**config.mk**
```make
export PLATFORM = sky130hd
export DESIGN_NAME = adc_channel_gate_and_current_results
export DESIGN_NICKNAME = d
export VERILOG_FILES = /design/src/hdl/adc_gate_pkg.sv /design/src/hdl/adc_channel_gate_and_current_results.sv
export SDC_FILE = /design/constraint.sdc
export NUM_CORES = 1
export LEC_CHECK = 0
export CAP_MARGIN = 20
export CORE_AREA = 5 5 72 74
export DETAILED_ROUTE_END_ITERATION = 8
export DIE_AREA = 0 0 77 79
export DONT_BUFFER_PORTS = 1
export PLACE_DENSITY = 0.79
export SLEW_MARGIN = 20
export SYNTH_ARGS = -nofsm -noshare
export SYNTH_HDL_FRONTEND = slang
export SYNTH_SLANG_ARGS = --single-unit
```
**constraint.sdc**
```tcl
create_clock -name clock -period 1.17 [get_ports clock]
set_input_delay 0.234 -clock clock [delete_from_list [all_inputs] [get_ports clock]]
set_output_delay 0.234 -clock clock [all_outputs]
set_load 0.02 [all_outputs]
```
**src/hdl/adc_gate_pkg.sv**
```systemverilog
// package: register offsets, field positions, reset values and carrier types
package adc_gate_pkg;
  localparam logic [7:0] OFF_GATE       = 8'h16; // channel gate register
  localparam logic [7:0] OFF_IIN_HIGH   = 8'h17; // input current, upper byte
  localparam logic [7:0] OFF_IIN_LOW    = 8'h18; // input current, lower byte
  localparam logic [7:0] OFF_ICHG_HIGH  = 8'h19; // charge current, upper byte
  localparam logic [7:0] OFF_ICHG_LOW   = 8'h1A; // charge current, lower byte
  localparam logic [7:0] GATE_RESET     = 8'h00; // every channel enabled
  localparam logic [7:0] RESULT_RESET   = 8'h00; // result bytes clear
  localparam logic [7:0] GATE_WRITABLE  = 8'hE7; // bits 4 and 3 not host-writable
  localparam logic [7:0] GATE_READABLE  = 8'hF7; // bit 3 reads zero
  localparam int         BIT_IIN        = 7;     // input current gate
  localparam int         BIT_ICHG       = 6;     // charge current gate
  localparam int         BIT_BUSV       = 5;     // bus voltage gate
  localparam int         BIT_VBAT       = 4;     // battery voltage gate
  localparam int         BIT_TS         = 2;     // thermistor gate
  localparam int         BIT_CELL       = 1;     // cell voltage gate
  localparam int         BIT_TDIE       = 0;     // die temperature gate
  localparam int         NUM_CHANNELS   = 7;     // channels steered by the gate

  // register write strobe from the serial interface
  typedef struct packed
  {
    logic       wr;
    logic [7:0] addr;
    logic [7:0] data;
  } reg_write_type;

  // one finished conversion from the converter core
  typedef struct packed
  {
    logic        iin_valid;
    logic [15:0] iin_value;
    logic        ichg_valid;
    logic [14:0] ichg_value;
  } conv_result_type;
endpackage

```
**src/hdl/adc_channel_gate_and_current_results.sv**
```systemverilog
// register slice: channel gate byte and the two current results
`timescale 1ns/1ps
//
// Contract
// gate bit one skips that channel's conversion
// gate bits 7,6,5,4,2,1,0; bit 3 zero
// zero reset; reg-reset restores; battery bit read-only
// input current 16-bit signed at 17h/18h
// input current one milliampere per bit
// positive into supply pin, negative out
// charge current 15-bit at 19h/1Ah, bit7 zero
// result bytes reset zero, survive watchdog
// no conversions while converter enable is low
// rate bit: continuous or one-shot pass
// both bytes of a result update together
module adc_channel_gate_and_current_results
  import adc_gate_pkg::*;
(
  input  wire logic                    clock,
  input  wire logic                    rstn,
  input  wire reg_write_type           host_write,
  input  wire logic [7:0]              host_read_addr,
  input  wire logic                    host_read_strobe,
  output logic [7:0]                   host_read_data,
  output logic                         host_read_hit,
  input  wire logic                    register_reset,
  input  wire logic                    watchdog_expiry,
  input  wire logic                    converter_enable,
  input  wire logic                    converter_one_shot,
  input  wire conv_result_type         conv_result,
  output logic [NUM_CHANNELS-1:0]      channel_convert,
  output logic [7:0]                   gate_bits
);

  logic [7:0]  gate_r;          // channel gate register
  logic [7:0]  gate_nxt;        // next gate value
  logic [15:0] iin_r;           // input current result word
  logic [14:0] ichg_r;          // charge current result word
  logic [7:0]  read_data_r;     // registered read data
  logic        read_hit_r;      // registered address hit

  // permission vector skips reserved gate bit 3, so its top entries sit one below
  localparam int CH_IIN  = NUM_CHANNELS - 1; // permission index, input current
  localparam int CH_ICHG = NUM_CHANNELS - 2; // permission index, charge current

  // decode of host writes to the gate register
  wire         gate_write = host_write.wr && (host_write.addr == OFF_GATE);

  // host may change writable bits; battery bit and bit 3 keep stored value
  assign gate_nxt = (host_write.data & GATE_WRITABLE) | (gate_r & ~GATE_WRITABLE);

  // watchdog is deliberately not wired here: these fields survive it
  always_ff @(posedge clock or negedge rstn)
  begin
    if (!rstn)
      gate_r <= GATE_RESET;
    else if (register_reset)
      gate_r <= GATE_RESET;
    else if (gate_write)
      gate_r <= gate_nxt;
  end

  // capture permission per result, read straight from the gate bits
  // a conversion that lands while gated or disabled is simply dropped
  wire         iin_allowed  = converter_enable && !gate_r[BIT_IIN];
  wire         ichg_allowed = converter_enable && !gate_r[BIT_ICHG];
  wire         iin_take     = conv_result.iin_valid && iin_allowed;   // input word arrives
  wire         ichg_take    = conv_result.ichg_valid && ichg_allowed; // charge word arrives

  // results hold the whole word so both bytes always come from one conversion
  always_ff @(posedge clock or negedge rstn)
  begin
    if (!rstn)
    begin
      iin_r  <= {RESULT_RESET, RESULT_RESET};
      ichg_r <= '0;
    end
    else if (register_reset)
    begin
      iin_r  <= {RESULT_RESET, RESULT_RESET};
      ichg_r <= '0;
    end
    else
    begin
      // sign and scale pass through untouched: 1 mA per bit, into pin positive
      if (iin_take)
        iin_r <= conv_result.iin_value;
      // charge word has no sign; bit 7 of its upper byte is padded on read
      if (ichg_take)
        ichg_r <= conv_result.ichg_value;
    end
  end

  // per-channel permission: enable on and gate bit clear
  // one-shot vs continuous sequencing is the core's; the gate applies to both
  genvar ch;
  generate
    for (ch = 0; ch < NUM_CHANNELS; ch++)
    begin : g_chan
      localparam int GBIT = (ch < 3) ? ch : ch + 1; // skip reserved bit 3
      assign channel_convert[ch] = converter_enable && !gate_r[GBIT];
    end
  endgenerate

  assign gate_bits = gate_r & GATE_READABLE;

  // read mux, combinational select of the addressed byte
  logic [7:0] read_mux;
  logic       read_match;
  always_comb
  begin
    read_mux   = 8'h00;
    read_match = 1'b1;
    case (host_read_addr)
      OFF_GATE:      read_mux = gate_r & GATE_READABLE;
      OFF_IIN_HIGH:  read_mux = iin_r[15:8];
      OFF_IIN_LOW:   read_mux = iin_r[7:0];
      OFF_ICHG_HIGH: read_mux = {1'b0, ichg_r[14:8]};
      OFF_ICHG_LOW:  read_mux = ichg_r[7:0];
      default:       read_match = 1'b0; // other offsets are not ours
    endcase
  end

  // read data registered on the strobe
  // hit is registered beside the data so both stand in the same cycle
  always_ff @(posedge clock or negedge rstn)
  begin
    if (!rstn)
    begin
      read_data_r <= 8'h00;
      read_hit_r  <= 1'b0;
    end
    else
    begin
      read_hit_r <= host_read_strobe && read_match;
      if (host_read_strobe)
        read_data_r <= read_mux;
    end
  end

  assign host_read_data = read_data_r;
  assign host_read_hit  = read_hit_r;

  // checks on the gate register and the permission it grants
  // a gated input-current channel never gets permission
  property p_gate_skip;
    @(posedge clock) disable iff (!rstn)
      gate_r[BIT_IIN] |-> !channel_convert[CH_IIN];
  endproperty
  a_gate_skip: assert property (p_gate_skip) else $error("gated channel converts");

  // a gated input-current word is dropped and the old value stands
  property p_iin_dropped;
    @(posedge clock) disable iff (!rstn)
      (conv_result.iin_valid && gate_r[BIT_IIN] && !register_reset)
        |=> $stable(iin_r);
  endproperty
  a_iin_dropped: assert property (p_iin_dropped) else $error("gated iin stored");

  // same for the charge-current word
  property p_ichg_dropped;
    @(posedge clock) disable iff (!rstn)
      (conv_result.ichg_valid && gate_r[BIT_ICHG] && !register_reset)
        |=> $stable(ichg_r);
  endproperty
  a_ichg_dropped: assert property (p_ichg_dropped) else $error("gated ichg stored");

  // a clear charge-current gate bit grants permission while the converter runs
  property p_enabled;
    @(posedge clock) disable iff (!rstn)
      (converter_enable && !gate_r[BIT_ICHG]) |-> channel_convert[CH_ICHG];
  endproperty
  a_enabled: assert property (p_enabled) else $error("enabled channel idle");

  // reserved bit 3 always reads zero
  property p_reserved_zero;
    @(posedge clock) disable iff (!rstn)
      gate_bits[3] == 1'b0;
  endproperty
  a_reserved_zero: assert property (p_reserved_zero) else $error("bit 3 not zero");

  // offsets outside the slice answer zero with no hit
  property p_no_hit;
    @(posedge clock) disable iff (!rstn)
      (host_read_strobe && !read_match) |=> !host_read_hit && (host_read_data == 8'h00);
  endproperty
  a_no_hit: assert property (p_no_hit) else $error("unmapped offset answered");

  // the battery-voltage gate bit cannot be written by the host
  property p_vbat_ro;
    @(posedge clock) disable iff (!rstn)
      (gate_write && !register_reset) |=> gate_r[BIT_VBAT] == $past(gate_r[BIT_VBAT]);
  endproperty
  a_vbat_ro: assert property (p_vbat_ro) else $error("battery gate written");

  // a host write stores only the writable bits
  property p_gate_write;
    @(posedge clock) disable iff (!rstn)
      (gate_write && !register_reset)
        |=> gate_bits == ($past(host_write.data) & GATE_WRITABLE);
  endproperty
  a_gate_write: assert property (p_gate_write) else $error("gate write mismatch");

  // the register-reset command clears the gate and both results
  property p_regrst;
    @(posedge clock) disable iff (!rstn)
      register_reset |=> (gate_r == GATE_RESET) && (iin_r == 16'h0000) && (ichg_r == '0);
  endproperty
  a_regrst: assert property (p_regrst) else $error("reg reset missed");

  // a watchdog expiry leaves the gate as it was
  property p_watchdog_keeps;
    @(posedge clock) disable iff (!rstn)
      (watchdog_expiry && !register_reset && !gate_write) |=> $stable(gate_r);
  endproperty
  a_watchdog_keeps: assert property (p_watchdog_keeps) else $error("watchdog changed gate");

  // a watchdog expiry leaves both results as they were
  property p_wdog_results;
    @(posedge clock) disable iff (!rstn)
      (watchdog_expiry && !register_reset && !iin_take && !ichg_take)
        |=> $stable(iin_r) && $stable(ichg_r);
  endproperty
  a_wdog_results: assert property (p_wdog_results) else $error("watchdog hit results");

  // checks on the read path
  // the input-current upper byte reads back the stored word
  property p_iin_read;
    @(posedge clock) disable iff (!rstn)
      (host_read_strobe && host_read_addr == OFF_IIN_HIGH)
        |=> host_read_data == $past(iin_r[15:8]);
  endproperty
  a_iin_read: assert property (p_iin_read) else $error("iin high read wrong");

  // the input-current lower byte reads back the stored word
  property p_iin_low;
    @(posedge clock) disable iff (!rstn)
      (host_read_strobe && host_read_addr == OFF_IIN_LOW)
        |=> host_read_data == $past(iin_r[7:0]);
  endproperty
  a_iin_low: assert property (p_iin_low) else $error("iin low read wrong");

  // unused top bit of the charge-current upper byte reads zero
  property p_ichg_top;
    @(posedge clock) disable iff (!rstn)
      (host_read_strobe && host_read_addr == OFF_ICHG_HIGH) |=> !host_read_data[7];
  endproperty
  a_ichg_top: assert property (p_ichg_top) else $error("ichg bit 7 set");

  // the charge-current lower byte reads back the stored word
  property p_ichg_low;
    @(posedge clock) disable iff (!rstn)
      (host_read_strobe && host_read_addr == OFF_ICHG_LOW)
        |=> host_read_data == $past(ichg_r[7:0]);
  endproperty
  a_ichg_low: assert property (p_ichg_low) else $error("ichg low read wrong");

  // host writes never reach the result words
  property p_result_ro;
    @(posedge clock) disable iff (!rstn)
      (host_write.wr && !iin_take && !ichg_take && !register_reset)
        |=> $stable(iin_r) && $stable(ichg_r);
  endproperty
  a_result_ro: assert property (p_result_ro) else $error("result written by host");

  // checks on conversion permission and capture
  // no permission at all while the converter is off
  property p_disabled;
    @(posedge clock) disable iff (!rstn)
      !converter_enable |-> channel_convert == '0;
  endproperty
  a_disabled: assert property (p_disabled) else $error("conversion while disabled");

  // in one-shot mode the gate still decides who converts
  property p_one_shot;
    @(posedge clock) disable iff (!rstn)
      (converter_one_shot && converter_enable && !gate_r[BIT_IIN]) |-> channel_convert[CH_IIN];
  endproperty
  a_one_shot: assert property (p_one_shot) else $error("one-shot lost permission");

  // a taken input-current word is stored whole in the next cycle
  property p_pair;
    @(posedge clock) disable iff (!rstn)
      (iin_take && !register_reset) |=> iin_r == $past(conv_result.iin_value);
  endproperty
  a_pair: assert property (p_pair) else $error("result word not captured whole");

  // a taken charge-current word is stored whole in the next cycle
  property p_ichg_pair;
    @(posedge clock) disable iff (!rstn)
      (ichg_take && !register_reset) |=> ichg_r == $past(conv_result.ichg_value);
  endproperty
  a_ichg_pair: assert property (p_ichg_pair) else $error("ichg word split");

  // the sign bit of the input current survives capture
  property p_sign;
    @(posedge clock) disable iff (!rstn)
      (iin_take && !register_reset && conv_result.iin_value[15]) |=> iin_r[15];
  endproperty
  a_sign: assert property (p_sign) else $error("input current sign lost");

  // main scenarios reached
  c_write_gate: cover property (@(posedge clock) disable iff (!rstn) gate_write);
  c_iin_update: cover property (@(posedge clock) disable iff (!rstn) iin_take);
  c_regrst:     cover property (@(posedge clock) disable iff (!rstn) register_reset);
  c_one_shot:   cover property (@(posedge clock) disable iff (!rstn) converter_one_shot);
  c_refused:    cover property (@(posedge clock) disable iff (!rstn) host_write.wr && !gate_write);

endmodule

```
==> flow_summary_export.csv, run 1 <==
group,metric,value,unit
status,status,"complete, but fails checks",
status,violations,"negative hold slack, negative setup slack",
clock_network,clock_path_buffers,2,
floorplanning,initial_core_util,48.00,%
timing,post-route-min-period,1.343,ns
drt,detail_route.drc_violations,0,
placement,post-dp-hpwl,4.175,mm
floorplanning,dieArea,0.006083,mm^2
placement,place_ws,-0.1516,ns
finish,fillers,362,
synthesis,synth_edf_count,0,
drt,wirelength,5.721,mm
placement,place.gp.congestion,0.8256,
finish,finalInstanceArea,0.002673,mm^2
setup_path,crit_type,"flop to output port",
drt,via_per_inst,6.124,
placement,port_buffers,0,
flow_run,drv_cap,0,
clock_network,insertion_delay,0.30,ns
timing,slew_violations,0,
synthesis,yosys_warnings,0,
power_and_ir_drop,ir_worst_vdd,0.0005633,V
global_routing,grtUsageTotal,18.61,%
synthesis,yosysSeqAreaShare,52.87,%
timing,hold-worst-slack,-0.3800,ns
setup_path,required,0.94,ns
finish,antenna_cells,0,
timing,fmax,744.8,MHz
synthesis,synth-seq-cells,46,
timing,finalCritPeriodShare,114.8,%
clock_network,cts_max_level,2,
clock_network,clock_tree.root_cell,"clkbuf_8",
global_routing,grt_max_degree,47,
finish,fin_util,58.92,%
synthesis,ys_async_sr_fraction,100.0,%
drt,drtAntennaViolNets,0,
timing,worst_slack,-0.1727,ns
power_and_ir_drop,powerDensity,1100,mW/mm^2
power_and_ir_drop,cellLeakagePower,1.260,nW
timing,skew,0.005462,ns
timing,rsz0062_at_grt,"yes",
floorplanning,die_y,79,um
setup_path,crit_path_start_kind,"flop",
drt,drtPass1Iterations,4,
synthesis,syn_area,0.002177,mm^2
finish,drive_gt1_share,35.29,%
drt,first_iter_violations,225,
global_routing,antenna_found_initial,0,
floorplanning,core_area,0.004536,mm^2
floorplanning,die_x,77,um
clock_network,cts_hold_buf,1,
timing,hold_violations,46,
synthesis,synth_cells,175,
clock_network,cts_tree,"done",
global_routing,grt_pass1_vias,1702,
setup_path,endpoint_kind,"output port",
setup_path,worstPathArrival,1.11,ns
floorplanning,num_rows,25,
drt,wl_per_cell,22.17,um
global_routing,grt_overflow,0,
setup_path,path_max_fanout,3,
clock_network,cts_inserted_buffers,5,
synthesis,synth.distinct_cells,36,
synthesis,syn-mean-instance-area,12.44,um^2
finish,nNetsFinal,268,
global_routing,grt_first_pass_wirelength,8.797,mm
floorplanning,ioPinCount,89,
placement,placed_area,0.002405,mm^2
clock_network,cts_sinks,46,
timing,finalSetupViolations,43,
drt,vias,1580,
hold_path,hold_class,"input port to async pin",
synthesis,ys.flop_type,"dfrtp_1",
timing,fin_tns_setup,-5.628,ns
clock_network,clk_pin_slew_worst_paths,0.09,ns
finish,areaGrowthSynthToFinish,22.76,%
[worst paths after layout]
check                      cells past startpoint  slack [ns]        startpoint                  to
max                                            3       -0.17         gate_r[5]  channel_convert[4]
min                                            0       -0.38              rstn           iin_r[12]
max reg2reg                                    6       -0.16         gate_r[7]           iin_r[11]
min reg2reg                                    1        0.51        ichg_r[13]          ichg_r[13]
max in group asynchronous                      0        1.44              rstn           gate_r[6]
min in group clock                             1        0.03  host_read_strobe   host_read_data[6]
[area by class of cell]
class | count | area, um^2 | share of cell area, %
repair buffers | 33 | 362.8 | 13.58
inverters | 9 | 33.78 | 1.264
flip-flops and latches | 46 | 1159 | 43.35
well taps | 54 | 67.56 | 2.528
clock inverters | 3 | 21.27 | 0.7959
clock buffers | 5 | 68.82 | 2.575
multi-input cells | 108 | 959.7 | 35.91
[kinds of logic (layout without fill, tap and decap cells)]
family / count (synthesis) / count (layout) / synth area share (%)
buffers and inverters: 22 / 50 / 5.631
other: 1 / 2 / 0.1722
and+or+nand+nor: 34 / 34 / 11.84
DFF: 46 / 46 / 52.87
AOI/OAI and AO/OA: 56 / 56 / 21.84
muxes: 16 / 16 / 7.644
[Yosys cell counts (2+ instances only)]
cell | n | area, um^2
inv_1 | 9 | 33.78
nor3b_1 | 2 | 15.01
mux2i_1 | 11 | 110.1
a21oi_1 | 2 | 10.01
buf_4 | 10 | 75.07
a22o_1 | 35 | 306.5
mux2_2 | 5 | 56.30
nor2b_4 | 2 | 27.53
dfrtp_1 | 46 | 1151
nor2_4 | 2 | 22.52
nand2_1 | 3 | 11.26
a222oi_1 | 4 | 40.04
nor2_1 | 10 | 37.54
o22ai_1 | 8 | 50.05
nor2b_1 | 5 | 31.28
[cells in the final DEF (no fill, tap or decap), types with 2 or more instances in the layout]
cell type and count:
nor3b_1 2, inv_1 9, a222oi_1 4, dfrtp_1 40
buf_6 12, a22o_1 35, nor2b_1 3, clkbuf_8 5
conb_1 2, buf_12 4, buf_4 15, o22ai_1 8
a21oi_4 2, mux2i_1 10, nor2_1 9, nor2_4 2
nor2b_4 3, dfrtp_2 6, mux2_2 5
[per-layer routing]
layer	share of wire [%]	vias to the layer above	global-route usage, %
li1	-	713	-
met1	37	778	21.56
met2	51	78	30.56
met3	10	11	7.823
met4	1.8	0	7.388
met5	0	-	0
[state kept, by name (all words and copies together) (netlist names)]
| register | flops |
|---|---|
| gate_r | 6 |
| host_read_data | 8 |
| iin_r | 16 |
| ichg_r | 15 |
| host_read_hit | 1 |
[per-stage QoR]
step           power (mW)  instances
6_report            2.941        258
2_1_floorplan       1.917        176
5_1_grt             3.071        258
3_5_place_dp        1.969        242
4_1_cts             2.943        254
3_3_place_gp        1.955        242
[worst max-delay path, stage by stage (launching register included)]
cell and delay, ns:
dfrtp_2 0.43, buf_6 0.15, nor2b_4 0.11, buf_6 0.12
[where the power goes]
part	internal, mW	total (mW)	switching (mW)
Clock	0.419	0.951	0.532
Sequential	1.64	1.67	0.0337
Combinational	0.181	0.318	0.137
Total	2.24	2.94	0.702
[timing repair]
item | in CTS | in global routing
cloned | 0 | 1
endpoints found under the setup margin | 42 | 45
pin swaps | 10 | 6
setup buffers | 4 | 5
resized for setup | 14 | 7
endpoints found under the hold margin | 52 | 46
Power figures use the tool's default switching activity.
==> run 2, diff against run 1 <==
--- a/config.mk
+++ b/config.mk
@@ -15,3 +15,4 @@
 export SYNTH_ARGS = -nofsm -noshare
 export SYNTH_HDL_FRONTEND = slang
 export SYNTH_SLANG_ARGS = --single-unit
+export TNS_END_PERCENT = 30
==> run 2 against run 1 <==
Net effect: the run still ends with negative hold slack, negative setup slack left; flip-flop and latch count did not move; sequential share of layout area up 0.14 points; count of clock-buffer cells in the layout is 2 higher; register-to-register slack is essentially flat; largest cell class unchanged.
==> flow_summary_export.csv, run 2 (synthesized netlist as in run 1, its figures left out) <==
group,metric,value,unit
clock_network,insertion_delay,0.30,ns
clock_network,cts_inserted_buffers,5,
global_routing,grt_max_degree,47,
setup_path,path_cells,"and2b_4 > buf_6 > buf_6",
setup_path,max_stage_delay,0.41,ns
status,violations,"negative hold slack, negative setup slack",
finish,layout_common_cells,"44 x dfrtp_1, 35 x a22o_1, 14 x buf_4",
global_routing,grt_overflow,0,
floorplanning,ioPinCount,89,
finish,antenna_cells,0,
finish,nNetsFinal,268,
setup_path,endpoint_kind,"output port",
timing,slew_violations,0,
global_routing,grtUsageTotal,18.58,%
flow_run,drv_cap,0,
timing,skew,0.007295,ns
power_and_ir_drop,ir_worst_vdd,0.0005775,V
global_routing,grt_pass1_vias,1757,
clock_network,clock_tree.root_cell,"clkbuf_8",
setup_path,path_max_fanout,2,
timing,worst_slack,-0.2147,ns
setup_path,required,0.94,ns
clock_network,clock_path_buffers,2,
setup_path,slowest_stage,"dfrtp_2",
finish,drive_gt1_share,31.53,%
timing,finalCritPeriodShare,118.4,%
clock_network,cts_sinks,46,
finish,areaGrowthSynthToFinish,21.84,%
placement,post-dp-hpwl,4.041,mm
timing,worst_pin_slew,0.5604,ns
global_routing,grt_first_pass_wirelength,8.804,mm
timing,fmax,722.2,MHz
drt,first_iter_violations,172,
finish,largest_reg_flops,16,
floorplanning,die_x,77,um
drt,detail_route.drc_violations,0,
finish,regMostFlops,"iin_r",
drt,wl_per_cell,21.55,um
floorplanning,core_area,0.004536,mm^2
timing,hold-worst-slack,-0.3779,ns
placement,placed_area,0.002397,mm^2
hold_path,hold_class,"input port to async pin",
power_and_ir_drop,cellLeakagePower,1.276,nW
power_and_ir_drop,power,2.947,mW
drt,wirelength,5.538,mm
floorplanning,dieArea,0.006083,mm^2
drt,vias,1573,
setup_path,worstPathArrival,1.15,ns
timing,finalSetupViolations,42,
clock_network,cts_max_level,2,
power_and_ir_drop,powerDensity,1111,mW/mm^2
timing,relSlewSlack,62.56,%
floorplanning,initial_core_util,48.00,%
status,status,"complete, but fails checks",
floorplanning,num_rows,25,
setup_path,crit_type,"flop to output port",
global_routing,antenna_found_initial,0,
finish,finalInstanceArea,0.002653,mm^2
placement,place.gp.congestion,0.7918,
floorplanning,die_y,79,um
clock_network,cts_tree,"done",
timing,post-route-min-period,1.385,ns
drt,drtAntennaViolNets,0,
drt,via_per_inst,6.121,
drt,drtPass1Iterations,4,
setup_path,crit_path_start_kind,"flop",
timing,hold_violations,46,
timing,rsz0062_at_grt,"yes",
finish,layout_commonest_cell,"dfrtp_1",
setup_path,path_common_cell,"buf_6",
clock_network,clk_pin_slew_worst_paths,0.08,ns
placement,port_buffers,0,
[run 2: routing by layer]
layer | track usage, % | share of wire [%] | up-vias | routed length [um]
li1 | - | - | 706 | -
met1 | 21.74 | 37 | 780 | 2072
met2 | 30.39 | 49 | 77 | 2696
met3 | 7.937 | 11 | 10 | 627
met4 | 6.873 | 2.5 | 0 | 141
met5 | 0 | 0 | - | 0
[run 2: final timing paths]
| kind | startpoint | end | slack [ns] | depth (start not counted) |
|---|---|---|---|---|
| worst max-delay path | gate_r[6] | channel_convert[5] | -0.21 | 3 |
| worst min-delay path | rstn | gate_r[6] | -0.38 | 0 |
| worst max register to register | gate_r[0] | host_read_data[0] | -0.16 | 4 |
| worst min register to register | ichg_r[13] | ichg_r[13] | 0.51 | 1 |
| max in group asynchronous | rstn | gate_r[7] | 1.46 | 0 |
| min in group clock | host_read_strobe | host_read_data[0] | 0.03 | 1 |
[run 2: per-stage QoR]
step | utilization (%) | hold WS (ns) | cells | setup slack (ns) | TNS, ns
floorplan | - | -0.06159 | 176 | -0.08253 | -1.590
global placement | 52.86 | -0.06052 | 242 | -0.06839 | -1.233
detailed placement | 52.86 | -0.05969 | 242 | -0.1357 | -2.535
CTS | 56.39 | -0.3846 | 253 | -0.2158 | -4.047
global route | 58.48 | -0.4005 | 257 | -0.2671 | -7.052
finish | 58.48 | -0.3779 | 257 | -0.2147 | -4.905
[run 2: cell type report]
class	count	area, um^2
Fill cell	355	1883
Clock buffer	7	86.33
Inverter	9	33.78
Sequential cell	46	1154
Timing Repair Buffer	33	351.6
Tap cell	54	67.56
Multi-Input combinational cell	108	959.7
[run 2: power breakdown]
part	total, mW	leakage [nW]	internal, mW	switching (mW)
combinational	0.316	0.604	0.183	0.133
sequential	1.67	0.627	1.64	0.0317
clock	0.960	0.0443	0.469	0.491
total	2.95	1.28	2.29	0.656
[run 2: timing repair]
action,in CTS,in global routing
endpoints found under the hold margin,51,47
endpoints found under the setup margin,42,43
buffers inserted,3,3
hold buffers,1,1
gates resized for setup,8,15
pin swaps,12,4
[run 2: critical path: cells and delay by family, from the launching register on]
kind,cells,cell delay [ns]
and+or+nand+nor,1,0.26
buffers and inverters,2,0.19
DFF,1,0.41
